===== config.mk =====
export PLATFORM = sky130hd
export DESIGN_NAME = pmcc_top
export DESIGN_NICKNAME = d
export VERILOG_FILES = /design/src/pmcc_pkg.sv /design/src/pmcc_top.sv
export SDC_FILE = /design/constraint.sdc
export NUM_CORES = 1
export LEC_CHECK = 0
export BUFFER_PORTS_ARGS = -buffer_cell sky130_fd_sc_hd__buf_4
export CORE_MARGIN = 5
export CORE_UTILIZATION = 58
export DETAILED_ROUTE_END_ITERATION = 10
export PLACE_DENSITY = 0.83
export SYNTH_ARGS = -nofsm -noshare
export SYNTH_HDL_FRONTEND = slang
export SYNTH_SLANG_ARGS = --single-unit

===== constraint.sdc =====
create_clock -name clock -period 7.44 [get_ports clock]
set_input_delay 2.232 -clock clock [delete_from_list [all_inputs] [get_ports clock]]
set_output_delay 2.232 -clock clock [all_outputs]
set_load 0.005 [all_outputs]

===== src/pmcc_pkg.sv =====
// Constants and types of the power-mode and clock controller
package pmcc_pkg;
  // ----------------------------------------
  // Register byte offsets
  // ----------------------------------------
  localparam logic [7:0] ADDR_PLL_CTRL = 8'h00;
  localparam logic [7:0] ADDR_DIV = 8'h04;
  localparam logic [7:0] ADDR_VREG = 8'h08;
  localparam logic [7:0] ADDR_EBUS = 8'h0c;
  localparam logic [7:0] ADDR_MODE = 8'h10;
  localparam logic [7:0] ADDR_WAKE = 8'h14;
  // ----------------------------------------
  // Field positions
  // ----------------------------------------
  localparam int PLL_BYPASS_BIT = 8;
  localparam int PLL_OFF_BIT = 9;
  localparam int PLL_APPLY_BIT = 16;
  localparam int DIV_CORE_LSB = 4;
  localparam int VREG_CORE_OFF_BIT = 4;
  localparam int VREG_DISABLE_BIT = 5;
  localparam int VREG_BYPASS_BIT = 6;
  localparam int MODE_SLEEP_BIT = 0;
  localparam int MODE_DEEP_BIT = 1;
  // ----------------------------------------
  // Reset values and counts
  // ----------------------------------------
  localparam logic [7:0] MULT_RESET = 8'h10;
  localparam logic [7:0] MULT_MIN = 8'h01;
  localparam logic [7:0] MULT_MAX = 8'h80;
  localparam logic [3:0] SYS_SEL_RESET = 4'h4;
  localparam logic [1:0] CORE_SEL_RESET = 2'h0;
  localparam logic [3:0] VREG_CODE_RESET = 4'h8;
  localparam logic [11:0] VREG_STEP_MV = 12'h032;
  localparam logic [7:0] RST_SEQ_CYCLES = 8'h10;
  localparam int SYNC_W = 17;
  localparam logic [16:0] SYNC_RESET = 17'h08000;
  // ----------------------------------------
  // Types
  // ----------------------------------------
  typedef enum logic [5:0] {
    M_FULL_ON = 6'b000001,
    M_ACTIVE = 6'b000010,
    M_SLEEP = 6'b000100,
    M_DEEP = 6'b001000,
    M_HIBER = 6'b010000,
    M_RESET = 6'b100000
  } pmcc_mode_type;
  typedef struct packed {
    logic [7:0] mult;
    logic bypass;
    logic pll_off;
    logic [3:0] sys_sel;
    logic [1:0] core_sel;
  } pmcc_clk_cfg_type;
  typedef struct packed {
    logic [3:0] code;
    logic core_off;
    logic reg_disable;
    logic reg_bypass;
  } pmcc_vreg_type;
  localparam pmcc_clk_cfg_type CFG_RESET = '{MULT_RESET, 1'b0, 1'b0, SYS_SEL_RESET, CORE_SEL_RESET};
  localparam pmcc_vreg_type VREG_RESET = '{VREG_CODE_RESET, 1'b0, 1'b0, 1'b0};
endpackage


===== src/pmcc_top.sv =====
// Power-mode controller and clock dividers with APB registers
// How it works
// - Deep sleep gates off both core and system clock enables.
// - Deep sleep raises a block on asynchronous peripheral access to resources.
// - Deep sleep exits only on external reset or RTC interrupt.
// - RTC interrupt in deep sleep goes to active mode, PLL bypassed.
// - External reset in deep sleep leads to full-on, PLL not bypassed.
// - Hibernate stops both clocks, switches core supply off, target 0 mV.
// - Hibernate releases all pin drivers except excepted ones.
// - Hibernate wakes on CAN, media, keypad, counter, USB, GPIO, RTC, reset.
// - Any hibernate wake runs the full reset sequence.
// - Regulator code, disable and bypass survive hibernate; core-off and all other registers reset.
// - Regulator target equals base plus code times 50 mV.
// - Software may remove core power, disable or bypass the regulator.
// - Multiplier 0.5 to 64 in half steps, reset 8, applied by sequence.
// - Clock pin driven only when enable bit set; inactive after reset.
// - In full-on and sleep, system clock is VCO divided by select value 1 to 15, reset 4.
// - New system divisor takes effect at once, no relock.
// - In full-on, core clock divides VCO by 1, 2, 4 or 8; reset divide 1.
// - Enabled sleep wake goes to full-on or active by bypass bit.
module pmcc_top import pmcc_pkg::*; #(
  parameter logic [11:0] VREG_BASE_MV = 12'h258
) (
  // Clock and reset
  input wire logic clock,
  input wire logic reset,
  // APB slave
  input wire logic psel,
  input wire logic penable,
  input wire logic pwrite,
  input wire logic [7:0] paddr,
  input wire logic [31:0] pwdata,
  output logic [31:0] prdata,
  output logic pready,
  output logic pslverr,
  // Wake pins
  input wire logic ext_reset_n,
  input wire logic rtc_irq,
  input wire logic [6:0] hib_wake,
  input wire logic [7:0] sleep_wake,
  // Clock outputs
  output logic core_clk_en,
  output logic sys_clk_en,
  output logic sys_clk_out_pin,
  output logic sys_clk_out_pin_oe,
  // PLL and regulator
  output logic pll_enable,
  output logic pll_bypass,
  output logic [7:0] pll_mult,
  output logic internal_core_supply_en,
  output logic [11:0] regulator_target_mv,
  output logic regulator_disable,
  output logic regulator_bypass,
  // System control
  output logic periph_access_block,
  output logic pins_hiz,
  output logic sys_reset_out,
  output pmcc_mode_type mode
);
  // ----------------------------------------
  // Input synchronisers
  // ----------------------------------------
  logic [SYNC_W-1:0] sync1_r;
  logic [SYNC_W-1:0] sync2_r;
  always_ff @(posedge clock) begin
    if (reset) begin
      sync1_r <= SYNC_RESET;
      sync2_r <= SYNC_RESET;
    end else begin
      sync1_r <= {rtc_irq, ext_reset_n, hib_wake, sleep_wake};
      sync2_r <= sync1_r;
    end
  end
  logic rtc_s;
  logic ext_rst_s;
  logic [6:0] hib_s;
  logic [7:0] slp_s;
  assign rtc_s = sync2_r[16];
  assign ext_rst_s = ~sync2_r[15];
  assign hib_s = sync2_r[14:8];
  assign slp_s = sync2_r[7:0];
  // ----------------------------------------
  // State
  // ----------------------------------------
  pmcc_mode_type mode_r, mode_nxt;
  pmcc_clk_cfg_type cfg_r, cfg_nxt;
  pmcc_vreg_type vreg_r, vreg_nxt;
  logic [7:0] mult_pend_r, mult_pend_nxt;
  logic sys_clk_out_pin_en_r, sys_clk_out_pin_en_nxt;
  logic [7:0] wake_en_r, wake_en_nxt;
  logic [7:0] seq_cnt_r, seq_cnt_nxt;
  logic [31:0] prdata_r, prdata_nxt;
  logic pslverr_r, pslverr_nxt;
  logic awake;
  logic wr;
  logic setup;
  logic hit;
  assign awake = (mode_r == M_FULL_ON) || (mode_r == M_ACTIVE);
  assign setup = psel && !penable;
  assign wr = psel && penable && pwrite && awake;
  assign hit = (paddr == ADDR_PLL_CTRL) || (paddr == ADDR_DIV) || (paddr == ADDR_VREG) ||
               (paddr == ADDR_EBUS) || (paddr == ADDR_MODE) || (paddr == ADDR_WAKE);
  // ----------------------------------------
  // Registers, modes and APB
  // ----------------------------------------
  always_comb begin
    mode_nxt = mode_r;
    cfg_nxt = cfg_r;
    vreg_nxt = vreg_r;
    mult_pend_nxt = mult_pend_r;
    sys_clk_out_pin_en_nxt = sys_clk_out_pin_en_r;
    wake_en_nxt = wake_en_r;
    seq_cnt_nxt = seq_cnt_r;
    prdata_nxt = prdata_r;
    pslverr_nxt = pslverr_r;
    if (setup) begin
      pslverr_nxt = !hit;
      case (paddr)
        ADDR_PLL_CTRL: prdata_nxt = {22'h0, cfg_r.pll_off, cfg_r.bypass, cfg_r.mult};
        ADDR_DIV: prdata_nxt = {26'h0, cfg_r.core_sel, cfg_r.sys_sel};
        ADDR_VREG: prdata_nxt = {25'h0, vreg_r.reg_bypass, vreg_r.reg_disable, vreg_r.core_off, vreg_r.code};
        ADDR_EBUS: prdata_nxt = {31'h0, sys_clk_out_pin_en_r};
        ADDR_MODE: prdata_nxt = {26'h0, mode_r};
        ADDR_WAKE: prdata_nxt = {24'h0, wake_en_r};
        default: prdata_nxt = 32'h0;
      endcase
    end
    if (wr) begin
      case (paddr)
        ADDR_PLL_CTRL: begin
          if (pwdata[7:0] >= MULT_MIN && pwdata[7:0] <= MULT_MAX) begin
            mult_pend_nxt = pwdata[7:0];
          end
          if (pwdata[PLL_APPLY_BIT]) begin
            cfg_nxt.mult = mult_pend_r;
          end
          cfg_nxt.bypass = pwdata[PLL_BYPASS_BIT];
          cfg_nxt.pll_off = pwdata[PLL_OFF_BIT] && pwdata[PLL_BYPASS_BIT];
        end
        ADDR_DIV: begin
          if (pwdata[3:0] != 4'h0) begin
            cfg_nxt.sys_sel = pwdata[3:0];
          end
          cfg_nxt.core_sel = pwdata[DIV_CORE_LSB +: 2];
        end
        ADDR_VREG: begin
          vreg_nxt.code = pwdata[3:0];
          vreg_nxt.core_off = pwdata[VREG_CORE_OFF_BIT];
          vreg_nxt.reg_disable = pwdata[VREG_DISABLE_BIT];
          vreg_nxt.reg_bypass = pwdata[VREG_BYPASS_BIT];
        end
        ADDR_EBUS: sys_clk_out_pin_en_nxt = pwdata[0];
        ADDR_WAKE: wake_en_nxt = pwdata[7:0];
        default: ;
      endcase
    end
    case (mode_r)
      M_FULL_ON, M_ACTIVE: begin
        mode_nxt = cfg_nxt.bypass ? M_ACTIVE : M_FULL_ON;
        if (vreg_nxt.core_off) begin
          mode_nxt = M_HIBER;
        end else if (wr && paddr == ADDR_MODE && pwdata[MODE_DEEP_BIT]) begin
          mode_nxt = M_DEEP;
        end else if (wr && paddr == ADDR_MODE && pwdata[MODE_SLEEP_BIT] && !cfg_nxt.pll_off) begin
          mode_nxt = M_SLEEP;
        end
      end
      M_SLEEP: begin
        if ((slp_s & wake_en_r) != 8'h0) begin
          mode_nxt = cfg_r.bypass ? M_ACTIVE : M_FULL_ON;
        end
      end
      M_DEEP: begin
        if (rtc_s) begin
          mode_nxt = M_ACTIVE;
          cfg_nxt.bypass = 1'b1;
          cfg_nxt.pll_off = 1'b0;
        end
      end
      M_HIBER: begin
        if (hib_s != 7'h0) begin
          mode_nxt = M_RESET;
          seq_cnt_nxt = RST_SEQ_CYCLES;
        end
      end
      M_RESET: begin
        cfg_nxt = CFG_RESET;
        mult_pend_nxt = MULT_RESET;
        sys_clk_out_pin_en_nxt = 1'b0;
        wake_en_nxt = 8'h0;
        vreg_nxt.core_off = 1'b0;
        if (seq_cnt_r != 8'h0) begin
          seq_cnt_nxt = seq_cnt_r - 8'h01;
        end else if (!ext_rst_s) begin
          mode_nxt = M_FULL_ON;
        end
      end
      default: mode_nxt = M_RESET;
    endcase
    if (ext_rst_s) begin
      mode_nxt = M_RESET;
      seq_cnt_nxt = RST_SEQ_CYCLES;
    end
  end
  always_ff @(posedge clock) begin
    if (reset) begin
      mode_r <= M_RESET;
      cfg_r <= CFG_RESET;
      vreg_r <= VREG_RESET;
      mult_pend_r <= MULT_RESET;
      sys_clk_out_pin_en_r <= 1'b0;
      wake_en_r <= 8'h0;
      seq_cnt_r <= RST_SEQ_CYCLES;
      prdata_r <= 32'h0;
      pslverr_r <= 1'b0;
    end else begin
      mode_r <= mode_nxt;
      cfg_r <= cfg_nxt;
      vreg_r <= vreg_nxt;
      mult_pend_r <= mult_pend_nxt;
      sys_clk_out_pin_en_r <= sys_clk_out_pin_en_nxt;
      wake_en_r <= wake_en_nxt;
      seq_cnt_r <= seq_cnt_nxt;
      prdata_r <= prdata_nxt;
      pslverr_r <= pslverr_nxt;
    end
  end
  assign prdata = prdata_r;
  assign pready = 1'b1;
  assign pslverr = pslverr_r && psel && penable;
  // ----------------------------------------
  // Clock dividers
  // ----------------------------------------
  logic [3:0] sys_cnt_r, sys_cnt_nxt;
  logic [2:0] core_cnt_r, core_cnt_nxt;
  logic sys_en_r, sys_en_nxt;
  logic core_en_r, core_en_nxt;
  logic pin_r, pin_nxt;
  logic pin_oe_r, pin_oe_nxt;
  logic sys_run;
  logic core_run;
  logic [2:0] core_lim;
  assign sys_run = awake || (mode_r == M_SLEEP);
  assign core_run = awake;
  assign core_lim = 3'((4'h1 << cfg_r.core_sel) - 4'h1);
  always_comb begin
    sys_cnt_nxt = sys_cnt_r;
    core_cnt_nxt = core_cnt_r;
    sys_en_nxt = 1'b0;
    core_en_nxt = 1'b0;
    if (mode_r == M_ACTIVE) begin
      sys_en_nxt = 1'b1;
      core_en_nxt = 1'b1;
      sys_cnt_nxt = 4'h0;
      core_cnt_nxt = 3'h0;
    end else begin
      if (sys_cnt_r >= cfg_r.sys_sel - 4'h1) begin
        sys_cnt_nxt = 4'h0;
        sys_en_nxt = sys_run;
      end else begin
        sys_cnt_nxt = sys_cnt_r + 4'h1;
      end
      if (core_cnt_r >= core_lim) begin
        core_cnt_nxt = 3'h0;
        core_en_nxt = core_run;
      end else begin
        core_cnt_nxt = core_cnt_r + 3'h1;
      end
    end
    pin_oe_nxt = sys_clk_out_pin_en_r && (mode_r != M_HIBER);
    pin_nxt = pin_oe_nxt && sys_en_nxt;
  end
  always_ff @(posedge clock) begin
    if (reset) begin
      sys_cnt_r <= 4'h0;
      core_cnt_r <= 3'h0;
      sys_en_r <= 1'b0;
      core_en_r <= 1'b0;
      pin_r <= 1'b0;
      pin_oe_r <= 1'b0;
    end else begin
      sys_cnt_r <= sys_cnt_nxt;
      core_cnt_r <= core_cnt_nxt;
      sys_en_r <= sys_en_nxt;
      core_en_r <= core_en_nxt;
      pin_r <= pin_nxt;
      pin_oe_r <= pin_oe_nxt;
    end
  end
  assign sys_clk_en = sys_en_r;
  assign core_clk_en = core_en_r;
  assign sys_clk_out_pin = pin_r;
  assign sys_clk_out_pin_oe = pin_oe_r;
  // ----------------------------------------
  // PLL, regulator and system outputs
  // ----------------------------------------
  logic [11:0] target_r, target_nxt;
  always_comb begin
    target_nxt = VREG_BASE_MV + 12'(vreg_r.code * VREG_STEP_MV);
    if (mode_r == M_HIBER) begin
      target_nxt = 12'h000;
    end
  end
  always_ff @(posedge clock) begin
    if (reset) begin
      target_r <= 12'h000;
    end else begin
      target_r <= target_nxt;
    end
  end
  assign regulator_target_mv = target_r;
  assign internal_core_supply_en = (mode_r != M_HIBER);
  assign regulator_disable = vreg_r.reg_disable;
  assign regulator_bypass = vreg_r.reg_bypass;
  assign pll_enable = !((mode_r == M_DEEP) || (mode_r == M_HIBER) || ((mode_r == M_ACTIVE) && cfg_r.pll_off));
  assign pll_bypass = (mode_r == M_ACTIVE);
  assign pll_mult = cfg_r.mult;
  assign periph_access_block = (mode_r == M_DEEP) || (mode_r == M_HIBER);
  assign pins_hiz = (mode_r == M_HIBER);
  assign sys_reset_out = (mode_r == M_RESET);
  assign mode = mode_r;
endmodule


* Yosys cells after proc, flatten, opt, wreduce, memory -nomap -nowiden
Cells that the tools add are included.
** Operators by class
- Add/subtract/negate cells :: 6
- $mul :: 1
- Order comparisons :: 4
- Equality and inequality tests :: 17
- Shift-type cells :: 1
- Multiplexer cells :: 26
- Bitwise logic cells :: 2
- Reduce and logical (&&, ||, !) cells :: 49
** Operator list (count)
- $pmux W10 S6 :: 1
- $mux W6 :: 5
- $pmux W6 S5 :: 1
- $mux W8 :: 3
- $eq A8 B4 Y1 const B :: 2
- $eq A8 B5 Y1 const B :: 2
- $pmux W8 S2 :: 1
- $reduce_bool A8 Y1 :: 2
- $logic_and A1 B1 Y1 :: 15
- $reduce_and A3 Y1 :: 4
- $add A10 B10 Y11 const A :: 1
- $logic_or A1 B1 Y1 :: 9
- $mul A4 B5 Y9 const B :: 1
- $mux W3 :: 3
- $and A8 B8 Y8 :: 1
- $eq A8 B3 Y1 const B :: 1
- $ge A8 B1 Y1 const B :: 1
- $le A8 B8 Y1 const B :: 1
- $logic_not A8 Y1 :: 1
- $mux W2 :: 4
- $mux W4 :: 2
- $reduce_and A2 Y1 :: 4
- $reduce_or A2 Y1 :: 4
- $sub A8 B1 Y8 const B :: 1
- 26 further kinds :: 36
** Word-level totals
- Register bits after elaboration :: 144
- Bits of input ports :: 62
- Output and inout port bits :: 72

* Longest topological paths before layout
- Word-level depth :: 10
- Mapped depth :: 9

* Least setup slack after synthesis
Ideal clock, no wire load.
- Path kind :: input to output
- From :: input port penable
- To :: output port pslverr
- Arrival :: 2399 ps
- Setup slack :: 2809 ps
- Stages on the path :: 1
- Buffers on the path :: 0
- Cells stage by stage :: and3_1
** On the way
- Cells in the longest elaborated chain, start to end :: 1
** Ends and longest elaborated chain
- start, declared :: line pmcc_top.sv:29 : input wire logic penable,
- $logic_and A1 B1 Y1 :: line pmcc_top.sv:230 : assign pslverr = pslverr_r && psel && penable;
- end, declared :: line pmcc_top.sv:35 : output logic pslverr,
Every way passes these cells.

* Worst setup path after layout
Same ends and word-level chain as after synthesis.

==> results.json <==
{
  "syn_area_um2": 5460,
  "dr.first_iter.drc_count": 415,
  "grt_pass1_vias": 4434,
  "crit_type": "primary input to output port",
  "finalCritPeriodShare_pct": 65.6,
  "cts_setup_buffers": 0,
  "async_flop_share_pct": 0,
  "critPathMaxStageDelay_ns": 0.17,
  "start_util_pct": 59.4,
  "busiest_layer": "met2",
  "worst-r2r-cell-count": 5,
  "hp-class": "register to register",
  "min_from": "sync1_r[15]",
  "routedWlPerCell_um": 16.2,
  "numCtsBuffers": 17,
  "synth_edf_count": 0,
  "cts-resized-gates": 0,
  "synth-seq-area-share_pct": 44.0,
  "holdPathEnd": "sync2_r[15]",
  "placed_cells": 762,
  "dr.pass1.iters": 7,
  "die_h_um": 107,
  "cts_sinks": 120,
  "seqPwrFrac_pct": 41.1,
  "finalWirelength_um": 12800,
  "rsz0062_at_grt": "no",
  "ys_ff_latch": 120,
  "grt_use_met3_pct": 6.14,
  "whs_path_depth": 1,
  "end_kind": "output port",
  "reg2reg_from": "mode[2]",
  "p_comb_share_pct": 16.0,
  "crit_family": "buffers and inverters",
  "pwr_density_cell_nw_per_um2": 266,
  "max_freq_mhz": 205,
  "cts.clk_slew.worst_paths_ns": 0.06,
  "pwr-share-clk_pct": 43.0,
  "die_x_um": 107,
  "grtUsageMet1_pct": 26.5,
  "arrival_ns": 2.65,
  "ys_types": 58,
  "fin_cells": 794,
  "status": "completed",
  "dpl.hpwl_um": 9190,
  "met2_usage_pct": 40.2,
  "synth_warnings": 0,
  "h-tree-depth": 4,
  "finalSetupViolCount": 0,
  "place.gp.congestion": 0.944,
  "ant_nets": 0,
  "nNetsFinal": 756,
  "port_buffers": 87,
  "antenna_found_initial": 0,
  "worstReg2RegEnd": "cfg_r[4]",
  "required_ns": 5.21,
  "rrSetupSlack_ns": 5.10,
  "tightestPinTransition_ns": 0.927,
  "vdd_ir_drop_max_mv": 0.169,
  "critPathMaxFanout": 4,
  "crit_path_top_delay_cell": "and3_1",
  "overflow": 0,
  "clockRootBuffer": "clkbuf_8",
  "skew_ns": 0.00550,
  "syn_avg_cell_area_um2": 9.18,
  "num_vias": 4445,
  "antennaDiodeCount": 0,
  "cts_tree": "built",
  "min_period_ns": 4.88,
  "dieArea_um2": 11500,
  "syn_inst": 595,
  "holdBufCountCts": 0,
  "path_buf_inv": 2,
  "maxCapViolCount": 0,
  "synth_flop_cell": "dfxtp_1",
  "final_layout_size_suffix_gt1_share_pct": 19.8,
  "syn_to_final_growth_pct": 19.8,
  "worst_setup_path_start_kind": "primary input",
  "grt_max_degree": 57,
  "cp_cell_sequence": "buf_4 > and3_1 > buf_4",
  "ioPinCount": 134,
  "gr-usage-all-layers_pct": 23.0,
  "cts_buffer_depth": 2,
  "worstSkewPairLatency_ns": 0.51,
  "switching_share_pct": 28.4,
  "fp-row-count": 35,
  "cp_common_cell": "buf_4",
  "drc": 0,
  "grt_pass1_wl_um": 20900,
  "viasPerCell": 5.60,
  "fin_setup_tns_ns": 0,
  "power.internal_w": 0.00124,
  "leakagePower_nw": 2.71,
  "slew_headroom_pct": 37.7,
  "core_area_um2": 9200,
  "slew_viol_final": 0,
  "power.switching_w": 0.000493,
  "hold_violations": 0
}
-- synthesized netlist by cell type, types with 3 or more instances --
cell / n / area, µm²
and3_1: 5 / 31.3
mux2i_1: 25 / 250
nor2b_1: 39 / 244
or4_1: 3 / 22.5
or2_2: 4 / 25.0
nand3_1: 9 / 45.0
a222oi_1: 5 / 50.1
or3_1: 3 / 18.8
ha_1: 23 / 288
clkbuf_1: 15 / 56.3
a31oi_1: 3 / 18.8
buf_4: 35 / 263
xor2_1: 12 / 105
nor4_1: 4 / 25.0
and2_1: 7 / 43.8
nand3b_1: 7 / 52.6
o22ai_1: 3 / 18.8
a21o_1: 10 / 75.1
a21oi_1: 27 / 135
a22oi_1: 14 / 105
nor2_1: 75 / 282
inv_1: 20 / 75.1
buf_2: 4 / 20.0
nand2_1: 49 / 184
dfxtp_1: 120 / 2400
xnor2_1: 9 / 78.8
nand2b_1: 11 / 68.8
nor3_1: 11 / 55.1
o21ai_0: 5 / 25.0
-- power groups by stage --
stage | clock, W | combinational [W] | sequential, W
floorplan | 0 | 0.000218 | 0.000710
global placement | 0 | 0.000260 | 0.000725
detailed placement | 0 | 0.000277 | 0.000727
CTS | 0.000750 | 0.000278 | 0.000713
global route | 0.000786 | 0.000309 | 0.000719
finish | 0.000746 | 0.000278 | 0.000714
-- kinds of logic (layout without fill, tap and decap cells) --
logic type,count (synthesis),count (layout),synth area share [%]
AO/OA/AOI/OAI,82,82,10.3
XOR/XNOR,22,22,3.87
adder cells (fa/ha/maj),24,24,5.64
buffers and inverters,74,139,7.58
flip-flops,120,120,44.0
multiplexers,27,27,4.99
other,2,25,0.138
AND/OR/NAND/NOR,244,244,23.5
-- layout by cell type, fill, tap and decap left out, types with 3 or more instances in the layout --
| master | synthesis | layout |
|---|---|---|
| a31oi_1 | 3 | 3 |
| xor2_1 | 12 | 12 |
| nand2_1 | 49 | 49 |
| o22ai_1 | 3 | 3 |
| clkinvlp_4 | 0 | 4 |
| or3_1 | 3 | 3 |
| o21ai_0 | 5 | 5 |
| and2_1 | 7 | 7 |
| or4_1 | 3 | 3 |
| nand3b_1 | 7 | 7 |
| inv_1 | 20 | 20 |
| nor2_1 | 75 | 75 |
| nor3_1 | 11 | 11 |
| or2_2 | 4 | 4 |
| nor4_1 | 4 | 4 |
| clkbuf_16 | 0 | 16 |
| dfxtp_1 | 120 | 120 |
| nand2b_1 | 11 | 11 |
| and3_1 | 5 | 5 |
| nor2b_1 | 39 | 39 |
| clkbuf_1 | 15 | 3 |
| inv_6 | 0 | 4 |
| mux2i_1 | 25 | 25 |
| a222oi_1 | 5 | 5 |
| nand3_1 | 9 | 9 |
| a21oi_1 | 27 | 27 |
| conb_1 | 2 | 25 |
| ha_1 | 23 | 23 |
| a21o_1 | 10 | 10 |
| a22oi_1 | 14 | 14 |
| xnor2_1 | 9 | 9 |
| buf_4 | 35 | 87 |
-- metal layers --
layer	part of all wire [%]	wire length, µm
met1	38	4830
met2	51	6600
met3	8.2	1050
met4	2.8	365
met5	0	0
-- metrics by stage --
| stage | setup slack, ns | instance area [µm²] | utilization (%) | power [W] | hold WS, ns |
|---|---|---|---|---|---|
| 6_report | 2.56 | 6540 | 71.2 | 0.00174 | 0.415 |
| 3_5_place_dp | 2.56 | 6000 | 65.3 | 0.00100 | 0.396 |
| 4_1_cts | 2.56 | 6540 | 71.2 | 0.00174 | 0.415 |
| 5_1_grt | 2.54 | 6540 | 71.2 | 0.00181 | 0.424 |
| 3_3_place_gp | 2.56 | 6000 | 65.3 | 0.000985 | 0.397 |
| 2_1_floorplan | 2.81 | 5550 | - | 0.000928 | 0.389 |
-- sequential cells by signal, indices dropped and copies added, names as in the netlist --
name	flops
core_cnt_r	3
prdata	10
mult_pend_r	8
seq_cnt_r	8
regulator_disable	1
pslverr_r	1
vreg_r	5
wake_en_r	8
mode	6
sys_clk_out_pin	1
pll_mult	8
sync1_r	17
sync2_r	17
regulator_bypass	1
sys_clk_out_pin_oe	1
core_clk_en	1
cfg_r	8
sys_clk_out_pin_en_r	1
sys_clk_en	1
sys_cnt_r	4
regulator_target_mv	10
-- area by class of cell --
| class | instances | area, µm² |
|---|---|---|
| timing repair buffer | 87 | 653 |
| clock buffer | 20 | 425 |
| clock inverter | 12 | 118 |
| tap | 111 | 139 |
| multi-input combinational | 424 | 2730 |
| sequential | 120 | 2400 |
| fill | 652 | 2650 |
| inverter | 20 | 75.1 |
-- worst max-delay path by stage --
stage | start | end | slack [ns] | cells past startpoint
finish | penable | pslverr | 2.56 | 3
global route | penable | pslverr | 2.54 | 3
CTS | penable | pslverr | 2.56 | 3
detailed placement | penable | pslverr | 2.56 | 3
global placement | penable | pslverr | 2.56 | 3
floorplan | penable | pslverr | 2.81 | 1
Note: power is estimated with default switching activity, not from simulation.
